$ cat src/hdl/pce_pkg.sv
package pce_pkg;
    // management register addresses
    localparam logic [4:0]  ADDR_RX_ERR   = 5'h15;
    localparam logic [4:0]  ADDR_PCS_CFG  = 5'h16;
    // coding sublayer field positions
    localparam int          BIT_QUIET     = 10;
    localparam int          BIT_FORCE_SD  = 9;
    localparam int          BIT_POLICY    = 8;
    localparam int          BIT_DESC_LONG = 7;
    localparam int          BIT_FORCE_OK  = 5;
    localparam int          BIT_NRZI_BYP  = 2;
    // tally field
    localparam int          TALLY_W       = 8;
    localparam logic [7:0]  TALLY_MAX     = 8'hff;
    localparam logic [7:0]  TALLY_ZERO    = 8'h00;
    localparam logic [7:0]  TALLY_ONE     = 8'h01;
    localparam logic [15:0] DATA_ZERO     = 16'h0000;
    // descrambler timeout figures
    localparam int          CLK_PERIOD_NS = 40;
    localparam int          DESC_LONG_US  = 2000;
    localparam int          DESC_SHORT_US = 722;
    localparam int          NS_PER_US     = 1000;
    localparam logic [15:0] TIMER_ZERO    = 16'h0000;
    localparam logic [15:0] TIMER_ONE     = 16'h0001;

    // coding sublayer control fields
    typedef struct packed {
        logic quiet_transmit_enable;
        logic force_signal_present;
        logic link_hold_policy;
        logic descrambler_timeout_select;
        logic force_good_link;
        logic nrzi_bypass;
    } pce_cfg_t;

    // reset image: hold policy set, all else cleared
    localparam pce_cfg_t    CFG_RESET     = '{1'b0, 1'b0, 1'b1, 1'b0, 1'b0, 1'b0};

    // receive side event inputs
    typedef struct packed {
        logic carrier;
        logic sym_invalid;
        logic collision;
    } pce_rx_evt_t;

    // link state
    typedef enum logic {LINK_DOWN, LINK_UP} pce_link_t;
endpackage

$ cat src/hdl/pce_regs.sv
// Summary of operation
// - error register upper byte reads zero, ignores writes
// - count invalid symbol while carrier present
// - at most one count per carrier event
// - no count once a collision is seen in the event
// - tally saturates at all ones, clears on read
// - bit 10 selects true quiet transmit
// - bit 9 forces signal detect present
// - link needs valid signal and descrambler lock
// - hold policy set: ignore descrambler lock loss
// - hold policy clear: link needs lock too
// - descrambler timeout 2ms or 722us by bit 7
// - bit 5 forces good 100 link
// - bit 2 bypasses line encoding
`timescale 1ns/1ps
module pce_regs #(
    parameter logic [15:0] DESC_LONG_CYC  =
        16'(pce_pkg::DESC_LONG_US * pce_pkg::NS_PER_US / pce_pkg::CLK_PERIOD_NS),
    parameter logic [15:0] DESC_SHORT_CYC =
        16'(pce_pkg::DESC_SHORT_US * pce_pkg::NS_PER_US / pce_pkg::CLK_PERIOD_NS)
) (
    input  wire logic                 REF_CLK,
    input  wire logic                 RST_B,
    input  wire logic [4:0]           MGMT_ADDR,
    input  wire logic                 MGMT_WR,
    input  wire logic                 MGMT_RD,
    input  wire logic [15:0]          MGMT_WDATA,
    output logic      [15:0]          MGMT_RDATA,
    input  wire pce_pkg::pce_rx_evt_t RX_EVT,
    input  wire logic                 SIGNAL_LEVEL_OK,
    input  wire logic                 DESCR_SYNC,
    output logic                      TX_QUIET,
    output logic                      SIGNAL_PRESENT,
    output logic                      DESCR_LOCKED,
    output logic                      LINK_100_OK,
    output logic                      NRZI_BYPASS_EN
);
    pce_pkg::pce_cfg_t  cfg_ff;         // coding sublayer control
    logic [7:0]         tally_ff;       // receive symbol fault tally
    logic               counted_ff;     // event already counted
    logic               coll_seen_ff;   // collision seen in event
    logic [15:0]        timer_ff;       // descrambler idle timer
    logic               lock_ff;        // descrambler lock state
    pce_pkg::pce_link_t link_ff;        // link state
    logic [15:0]        rdata_ff;       // read data holding
    logic               quiet_ff;       // registered quiet output
    logic               sigp_ff;        // registered signal present
    logic               nrzi_ff;        // registered bypass output

    logic               rd_tally;       // read of tally register
    logic               inc_tally;      // count this cycle
    logic               sd_eff;         // effective signal detect
    logic [15:0]        timeout_lim;    // selected timeout count
    logic [15:0]        pcs_image;      // coding sublayer read image
    logic [15:0]        nxt_rdata;      // next read data

    assign rd_tally = MGMT_RD && (MGMT_ADDR == pce_pkg::ADDR_RX_ERR);

    // one count per event, none if collision seen
    // single count gate
    assign inc_tally = RX_EVT.carrier && RX_EVT.sym_invalid && !RX_EVT.collision
                       && !coll_seen_ff && !counted_ff;

    assign sd_eff = SIGNAL_LEVEL_OK || cfg_ff.force_signal_present;

    assign timeout_lim = cfg_ff.descrambler_timeout_select ? DESC_LONG_CYC : DESC_SHORT_CYC;

    // read image of coding sublayer register, reserved bits zero
    always_comb begin
        pcs_image = pce_pkg::DATA_ZERO;
        pcs_image[pce_pkg::BIT_QUIET]     = cfg_ff.quiet_transmit_enable;
        pcs_image[pce_pkg::BIT_FORCE_SD]  = cfg_ff.force_signal_present;
        pcs_image[pce_pkg::BIT_POLICY]    = cfg_ff.link_hold_policy;
        pcs_image[pce_pkg::BIT_DESC_LONG] = cfg_ff.descrambler_timeout_select;
        pcs_image[pce_pkg::BIT_FORCE_OK]  = cfg_ff.force_good_link;
        pcs_image[pce_pkg::BIT_NRZI_BYP]  = cfg_ff.nrzi_bypass;
    end

    // read data mux, unmapped reads zero
    always_comb begin
        nxt_rdata = rdata_ff;
        if (MGMT_RD) begin
            case (MGMT_ADDR)
                pce_pkg::ADDR_RX_ERR:  nxt_rdata = {pce_pkg::TALLY_ZERO, tally_ff};
                pce_pkg::ADDR_PCS_CFG: nxt_rdata = pcs_image;
                default:               nxt_rdata = pce_pkg::DATA_ZERO;
            endcase
        end
    end

    // read data register
    always_ff @(posedge REF_CLK or negedge RST_B) begin
        if (!RST_B) begin
            rdata_ff <= pce_pkg::DATA_ZERO;
        end else begin
            rdata_ff <= nxt_rdata;
        end
    end

    // control register write, reserved bits dropped
    always_ff @(posedge REF_CLK or negedge RST_B) begin
        if (!RST_B) begin
            cfg_ff <= pce_pkg::CFG_RESET;
        end else if (MGMT_WR && (MGMT_ADDR == pce_pkg::ADDR_PCS_CFG)) begin
            cfg_ff.quiet_transmit_enable      <= MGMT_WDATA[pce_pkg::BIT_QUIET];
            cfg_ff.force_signal_present       <= MGMT_WDATA[pce_pkg::BIT_FORCE_SD];
            cfg_ff.link_hold_policy           <= MGMT_WDATA[pce_pkg::BIT_POLICY];
            cfg_ff.descrambler_timeout_select <= MGMT_WDATA[pce_pkg::BIT_DESC_LONG];
            cfg_ff.force_good_link            <= MGMT_WDATA[pce_pkg::BIT_FORCE_OK];
            cfg_ff.nrzi_bypass                <= MGMT_WDATA[pce_pkg::BIT_NRZI_BYP];
        end
    end

    // fault tally, count beats clear in same cycle
    always_ff @(posedge REF_CLK or negedge RST_B) begin
        if (!RST_B) begin
            tally_ff <= pce_pkg::TALLY_ZERO;
        end else if (rd_tally) begin
            tally_ff <= inc_tally ? pce_pkg::TALLY_ONE : pce_pkg::TALLY_ZERO;
        end else if (inc_tally && (tally_ff != pce_pkg::TALLY_MAX)) begin
            tally_ff <= tally_ff + pce_pkg::TALLY_ONE;
        end
    end

    // per carrier event tracking
    always_ff @(posedge REF_CLK or negedge RST_B) begin
        if (!RST_B) begin
            counted_ff   <= 1'b0;
            coll_seen_ff <= 1'b0;
        end else if (!RX_EVT.carrier) begin
            // event over, rearm
            counted_ff   <= 1'b0;
            coll_seen_ff <= 1'b0;
        end else begin
            if (inc_tally) begin
                counted_ff <= 1'b1;
            end
            if (RX_EVT.collision) begin
                coll_seen_ff <= 1'b1;
            end
        end
    end

    // descrambler lock timer: sync restarts, timeout drops lock
    always_ff @(posedge REF_CLK or negedge RST_B) begin
        if (!RST_B) begin
            timer_ff <= pce_pkg::TIMER_ZERO;
            lock_ff  <= 1'b0;
        end else if (DESCR_SYNC) begin
            timer_ff <= pce_pkg::TIMER_ZERO;
            lock_ff  <= 1'b1;
        end else if (lock_ff) begin
            if (timer_ff >= timeout_lim - pce_pkg::TIMER_ONE) begin
                lock_ff  <= 1'b0;
                timer_ff <= pce_pkg::TIMER_ZERO;
            end else begin
                timer_ff <= timer_ff + pce_pkg::TIMER_ONE;
            end
        end
    end

    // link state machine
    always_ff @(posedge REF_CLK or negedge RST_B) begin
        if (!RST_B) begin
            link_ff <= pce_pkg::LINK_DOWN;
        end else begin
            case (link_ff)
                pce_pkg::LINK_DOWN: begin
                    if (sd_eff && lock_ff) begin
                        link_ff <= pce_pkg::LINK_UP;
                    end
                end
                pce_pkg::LINK_UP: begin
                    if (!sd_eff || (!cfg_ff.link_hold_policy && !lock_ff)) begin
                        link_ff <= pce_pkg::LINK_DOWN;
                    end
                end
                default: link_ff <= pce_pkg::LINK_DOWN;
            endcase
        end
    end

    // registered control outputs
    always_ff @(posedge REF_CLK or negedge RST_B) begin
        if (!RST_B) begin
            quiet_ff <= 1'b0;
            sigp_ff  <= 1'b0;
            nrzi_ff  <= 1'b0;
        end else begin
            quiet_ff <= cfg_ff.quiet_transmit_enable;
            sigp_ff  <= sd_eff;
            nrzi_ff  <= cfg_ff.nrzi_bypass;
        end
    end

    // good link output, forced or from state
    logic link_out_ff;  // registered link indication
    always_ff @(posedge REF_CLK or negedge RST_B) begin
        if (!RST_B) begin
            link_out_ff <= 1'b0;
        end else begin
            link_out_ff <= cfg_ff.force_good_link || (link_ff == pce_pkg::LINK_UP);
        end
    end

    assign MGMT_RDATA     = rdata_ff;
    assign TX_QUIET       = quiet_ff;
    assign SIGNAL_PRESENT = sigp_ff;
    assign DESCR_LOCKED   = lock_ff;
    assign LINK_100_OK    = link_out_ff;
    assign NRZI_BYPASS_EN = nrzi_ff;
endmodule

$ cat config.mk
export PLATFORM = sky130hd
export DESIGN_NAME = pce_regs
export DESIGN_NICKNAME = d
export VERILOG_FILES = /design/src/hdl/pce_pkg.sv /design/src/hdl/pce_regs.sv
export SDC_FILE = /design/constraint.sdc
export NUM_CORES = 1
export LEC_CHECK = 0
export ABC_AREA = 1
export BUFFER_PORTS_ARGS = -buffer_cell sky130_fd_sc_hd__buf_2
export CORE_UTILIZATION = 31
export DETAILED_ROUTE_END_ITERATION = 8
export HOLD_SLACK_MARGIN = 0.05
export PLACE_DENSITY_LB_ADDON = 0.2
export SETUP_SLACK_MARGIN = 0.4
export SLEW_MARGIN = 20
export SYNTH_ARGS = -nofsm -noshare
export SYNTH_HDL_FRONTEND = slang
export SYNTH_SLANG_ARGS = --single-unit
export TNS_END_PERCENT = 30
$ cat constraint.sdc
create_clock -name REF_CLK -period 1.87 [get_ports REF_CLK]
set_clock_uncertainty 0.2 [all_clocks]
set_input_delay 0.374 -clock REF_CLK [delete_from_list [all_inputs] [get_ports REF_CLK]]
set_output_delay 0.374 -clock REF_CLK [all_outputs]
set_load 0.03 [all_outputs]
# Yosys cells after proc, flatten, opt, wreduce, memory -nomap -nowiden
# Index checks and enable logic that the tools add are counted.
[word_totals]
register_bits = 54
output_inout_bits = 21
word_cells = 65
[classes]
n_addsub = 3
magnitude_cmp = 1
eq_ne = 5
mux = 18
n_bitwise = 1
n_reduce_logical = 20
[op_table]
columns = ["cell", "n"]
rows = [
  ["16-bit 2-to-1 mux", 4],
  ["11-bit case mux with 2 select lines", 1],
  ["16-bit by 1-bit adder with 16-bit output, second input constant", 1],
  ["16-bit >= comparator", 1],
  ["8-bit 2-to-1 mux", 2],
  ["16-bit by 1-bit subtractor with 16-bit output, second input constant", 1],
  ["5-bit == test, second input constant", 2],
  ["1-bit 2-to-1 mux", 10],
  ["1-bit logical AND", 9],
  ["8-bit by 1-bit adder with 8-bit output, second input constant", 1],
  ["8-bit inequality test, second input constant", 1],
  ["1-bit zero test", 6],
  ["2-bit nonzero test", 2],
  ["1-bit logical OR", 3],
  ["2-bit by 1-bit inequality test with 1-bit output, second input constant", 1],
  ["2-bit inequality test, second input constant", 1],
  ["1-bit case mux with 2 select lines", 1],
  ["1-bit NOT", 1],
]

# Logic depth before layout (Yosys ltp)
[depth]
word_depth = 7
depth_mapped = 13
depth_no_buf = 13

# Worst setup path before layout
# OpenSTA, ideal clock, no wires.
[synth_timing]
path_kind = "flip-flop to flip-flop"
startpoint = "register cfg_ff[2] (netlist name)"
endpoint = "register timer_ff[10]"
setup_ns = 0.076
arrival_time_ns = 1.477
required_time_ns = 1.594
path_slack_ns = 0.117
path_stages_with_launch = 12
n_path_buf = 0
period_less_slack_ns = 1.753
cell_sequence = "dfrtp_1 > inv_1 > ha_1 > nand2_1 > inv_1 > nand2_1 > nand2_1 > nand2_1 > nand2_1 > nand2_1 > nand3_4 > o21ai_2"
[synth_via]
elab_chain_len = 6
[synth_lines]
columns = ["element", "line", "rtl"]
rows = [
  ["from (decl)", "pce_regs.sv:38", "pce_pkg::pce_cfg_t cfg_ff;"],
  ["from (signal assigned)", "pce_regs.sv:103", "cfg_ff <= pce_pkg::CFG_RESET;"],
  ["16-bit 2-to-1 mux", "pce_regs.sv:66", "assign timeout_lim = cfg_ff.descrambler_timeout_select ? DESC_LONG_CYC : DESC_SHORT_CYC;"],
  ["16-bit by 1-bit subtractor with 16-bit output", "pce_regs.sv:153", "if (timer_ff >= timeout_lim - pce_pkg::TIMER_ONE) begin"],
  ["16-bit >= comparator", "pce_regs.sv:153", ""],
  ["16-bit 2-to-1 mux", "pce_regs.sv:153", ""],
  ["16-bit 2-to-1 mux", "pce_regs.sv:152", "end else if (lock_ff) begin"],
  ["16-bit 2-to-1 mux", "pce_regs.sv:149", "end else if (DESCR_SYNC) begin"],
  ["to (signal assigned)", "pce_regs.sv:150", "timer_ff <= pce_pkg::TIMER_ZERO;"],
  ["to (signal assigned)", "pce_regs.sv:155", "timer_ff <= pce_pkg::TIMER_ZERO;"],
  ["to (signal assigned)", "pce_regs.sv:157", "timer_ff <= timer_ff + pce_pkg::TIMER_ONE;"],
  ["to (decl)", "pce_regs.sv:42", "logic [15:0] timer_ff;"],
]
# Every way passes these cells. The select of a mux whose other input is x is not followed.
# A chain may end at the register's enable or synchronous reset.

# Worst setup path after layout
[layout_timing]
startpoint = "register cfg_ff[2] (netlist name)"
endpoint = "register lock_ff (netlist: DESCR_LOCKED)"
[layout_via]
elab_chain_len = 6
[layout_lines]
columns = ["element", "line", "rtl"]
rows = [
  ["16-bit 2-to-1 mux", "pce_regs.sv:66", ""],
  ["16-bit by 1-bit subtractor with 16-bit output", "pce_regs.sv:153", ""],
  ["16-bit >= comparator", "pce_regs.sv:153", ""],
  ["1-bit 2-to-1 mux", "pce_regs.sv:153", ""],
  ["1-bit 2-to-1 mux", "pce_regs.sv:152", ""],
  ["1-bit 2-to-1 mux", "pce_regs.sv:149", ""],
  ["to (signal assigned)", "pce_regs.sv:148", "lock_ff <= 1'b0;"],
  ["to (signal assigned)", "pce_regs.sv:151", "lock_ff <= 1'b1;"],
  ["to (signal assigned)", "pce_regs.sv:154", "lock_ff <= 1'b0;"],
  ["to (decl)", "pce_regs.sv:43", "logic lock_ff;"],
]
# Every way passes these cells.

==> impl_metrics.yaml <==
run_status:
  status: "completed"
cells_and_area:
  fillers: 860
  area_growth_pct: 27.8
  antennaDiodeCount: 0
  final_nets: 436
  fin_area_sq_um: 3510
  drive_gt1_frac: 0.307
  stdcell_count: 502
hold_path:
  hold_class: "input port to flop"
die:
  fp.dieArea_sq_um: 9240
  initial_utilization: 0.328
  top_level_ports: 51
  die_h_um: 96.1
  die_w_um: 96.1
  num_rows: 33
  core_sq_um: 8380
power:
  p_per_area_nw_per_um2: 695
  peakVddDrop_mv: 0.429
  power_leakage_nw: 1.70
logic_synthesis:
  synth_edf_count: 0
  synth_ff_type: "dfrtp_1"
  synth_seq_area_share: 0.447
  synthArstFlopShare: 1.00
  yosysWarnings: 0
  syn_area_sq_um: 2750
  syn_inst: 341
  synth-seq-cells: 49
  syn_avg_cell_area_sq_um: 8.05
  synth.distinct_cells: 36
placement:
  dp_hpwl_mm: 4.59
  place_area_sq_um: 3140
  dpl.cell_count: 490
  io_buffers: 35
  gp_congestion: 0.819
critical_path:
  critical_path.endpoint_type: "flop"
  slowest_stage: "dfrtp_2"
  path_max_fanout: 8
  crit_type: "flop to flop"
  critPathBufInv: 1
  cp_top_family: "simple AND/OR/NAND/NOR gates"
  path_cells: "inv_8, ha_1, nand4_1, nor3_2, nand2_4, nand3_4, nand2_1"
  cp-start-kind: "flop"
  slowest_delay_ns: 0.46
  worst_ep_arrival_time_ns: 1.80
  worstPathRequired_ns: 1.86
detailed_routing:
  drc: 0
  drt-pass1-iter-count: 4
  via_per_inst: 4.73
  drt_iter0_drc: 53
  vias: 2373
  postRouteAntennaNets: 0
  wire_per_inst_um: 12.9
  totalWireLength_mm: 6.50
clock_tree:
  clk_latency_ns: 0.31
  clk_path_buf_depth: 2
  cts_tree: "built"
  clock_sinks: 49
  cts-root-buf: "clkbuf_8"
  cts_buffers: 5
  clk_pin_slew_ns: 0.10
  htreeDepth: 2
global_routing:
  grtUsageTotal: 0.156
  grt_overflow: 0
  grt_pass1_wl_mm: 10.9
  antenna_found_initial: 0
  grt_pass1_vias: 2292
  grt_max_degree: 31
timing:
  fin_crit_ns: 1.81
  hold_viol: 0
  rsz0062_at_grt: "true"
  slew_viol_final: 0
  hold_ws_ns: 0.0898
  post-route-period-util: 0.967
  fmax_mhz: 553
  setup_viol_count_final: 0
flow_run:
  maxCapViolations: 0
per-stage QoR:
step | setup TNS, ns | util | total power [mW] | worst slack [ns]
finish | 0 | 0.419 | 2.44 | 0.0612
global placement | -0.628 | 0.374 | 1.65 | -0.0623
detailed placement | -0.650 | 0.374 | 1.66 | -0.0567
global route | -0.500 | 0.419 | 2.57 | -0.0456
CTS | 0 | 0.401 | 2.41 | 0.0409
floorplan | 0 | - | 1.51 | 0.176
sequential cells by signal (all words and copies together), names as in the netlist:
register,flops
counted_ff,1
DESCR_LOCKED,1
cfg_ff,6
SIGNAL_PRESENT,1
link_ff,1
MGMT_RDATA,11
coll_seen_ff,1
tally_ff,8
TX_QUIET,1
NRZI_BYPASS_EN,1
LINK_100_OK,1
timer_ff,16
placed cells by master, fill, tap and decap left out, types with 2 or more instances in the layout:
cell and instances:
ha_1 4, o21ai_2 9, nand3_1 15, o211ai_1 4, o21bai_1 4, nand4_1 8, dfrtp_2 4, dfrtp_1 44
nand3_2 4, o21ai_1 3, ha_4 6, conb_1 5, dlygate4sd3_1 2, buf_2 22, o21ai_0 14, xor2_1 3
clkbuf_8 6, inv_2 4, nor3_1 5, o31ai_1 3, buf_6 11, nand2_2 7, nand3_4 3, a21oi_1 14
nor3_2 3, inv_1 34, nor2_4 2, mux2_2 2, buf_4 18, nor2_2 9, nand2_4 4, nor2_1 27
nand2_1 83
routing by layer:
| metal | track usage | routed length, um | up-vias |
|---|---|---|---|
| met2 | 0.255 | 3000 | 45 |
| met1 | 0.206 | 3170 | 1106 |
| met5 | 0 | 0 | - |
| met3 | 0.0348 | 226 | 9 |
| li1 | - | - | 1213 |
| met4 | 0.0460 | 96 | 0 |
worst register-to-register path: stages, from the launching register on:
cell and delay, ns:
dfrtp_2 0.46, inv_8 0.09, ha_1 0.29, nand4_1 0.14, nor3_2 0.22, nand2_4 0.10, nand3_4 0.12, nand2_1 0.06
cells in the mapped netlist, types with 2 or more instances:
cell type  count  area share
o21ai_1        2      0.0036
inv_1         36       0.049
a21oi_2        2      0.0064
nand3_1       18       0.033
nand4_1        8       0.018
mux2_2         2      0.0082
o211ai_1       4       0.011
o21ai_2        8       0.026
nand2_2        4      0.0091
nor3_1         8       0.015
dfrtp_1       48        0.44
nor2_2         7       0.016
o21bai_1       4       0.011
buf_4          5       0.014
ha_1          10       0.046
xor2_1         3      0.0096
buf_2          2      0.0036
a21oi_1       14       0.026
o21ai_0       16       0.029
nand3_2        2      0.0073
nand2_1       90        0.12
inv_2          3      0.0041
nor2_1        30       0.041
o31ai_1        3      0.0082
cell families after synthesis:
family,count (synthesis),share of synthesized area
AOI/OAI and AO/OA,55,0.126
xor gates and xnor gates,3,0.00957
adders and majority gates,10,0.0456
buffers and inverters,49,0.0806
DFF,49,0.447
muxes,2,0.00820
other,1,0.00137
and+or+nand+nor,172,0.282
final cells by class:
| class | instances | area (sq um) | area share |
|---|---|---|---|
| inverters | 39 | 154 | 0.0438 |
| clock inverters | 2 | 17.5 | 0.00499 |
| clock buffers | 6 | 82.6 | 0.0235 |
| repair buffers | 53 | 389 | 0.111 |
| flip-flops and latches | 49 | 1230 | 0.351 |
| multi-input cells | 248 | 1500 | 0.428 |
| well taps | 105 | 131 | 0.0374 |
what timing repair did:
| item | CTS | global route |
|---|---|---|
| hold buffers | 2 | 0 |
| resized for setup | 15 | 59 |
| gates cloned | 1 | 0 |
| endpoints found under the hold margin | 49 | 0 |
| pin swaps | 6 | 17 |
| setup endpoints to repair | 33 | 43 |
| buffers inserted | 1 | 0 |
final timing paths:
| check | start | endpoint | slack (ns) | depth (start not counted) |
|---|---|---|---|---|
| setup / recovery | cfg_ff[2] | DESCR_LOCKED | 0.06 | 7 |
| hold / removal | RX_EVT[0] | coll_seen_ff | 0.09 | 3 |
| setup reg to reg | cfg_ff[2] | DESCR_LOCKED | 0.06 | 7 |
| hold reg to reg | cfg_ff[5] | TX_QUIET | 0.19 | 0 |
| max in group asynchronous | RST_B | cfg_ff[3] | 0.69 | 3 |
| min in group asynchronous | RST_B | timer_ff[13] | 0.18 | 2 |
power breakdown:
part / internal, mW / switching [mW] / total (mW)
registers: 1.17 / 0.106 / 1.27
clock network: 0.308 / 0.400 / 0.708
logic: 0.178 / 0.280 / 0.458
total: 1.65 / 0.786 / 2.44
(Power assumes the default switching activity.)
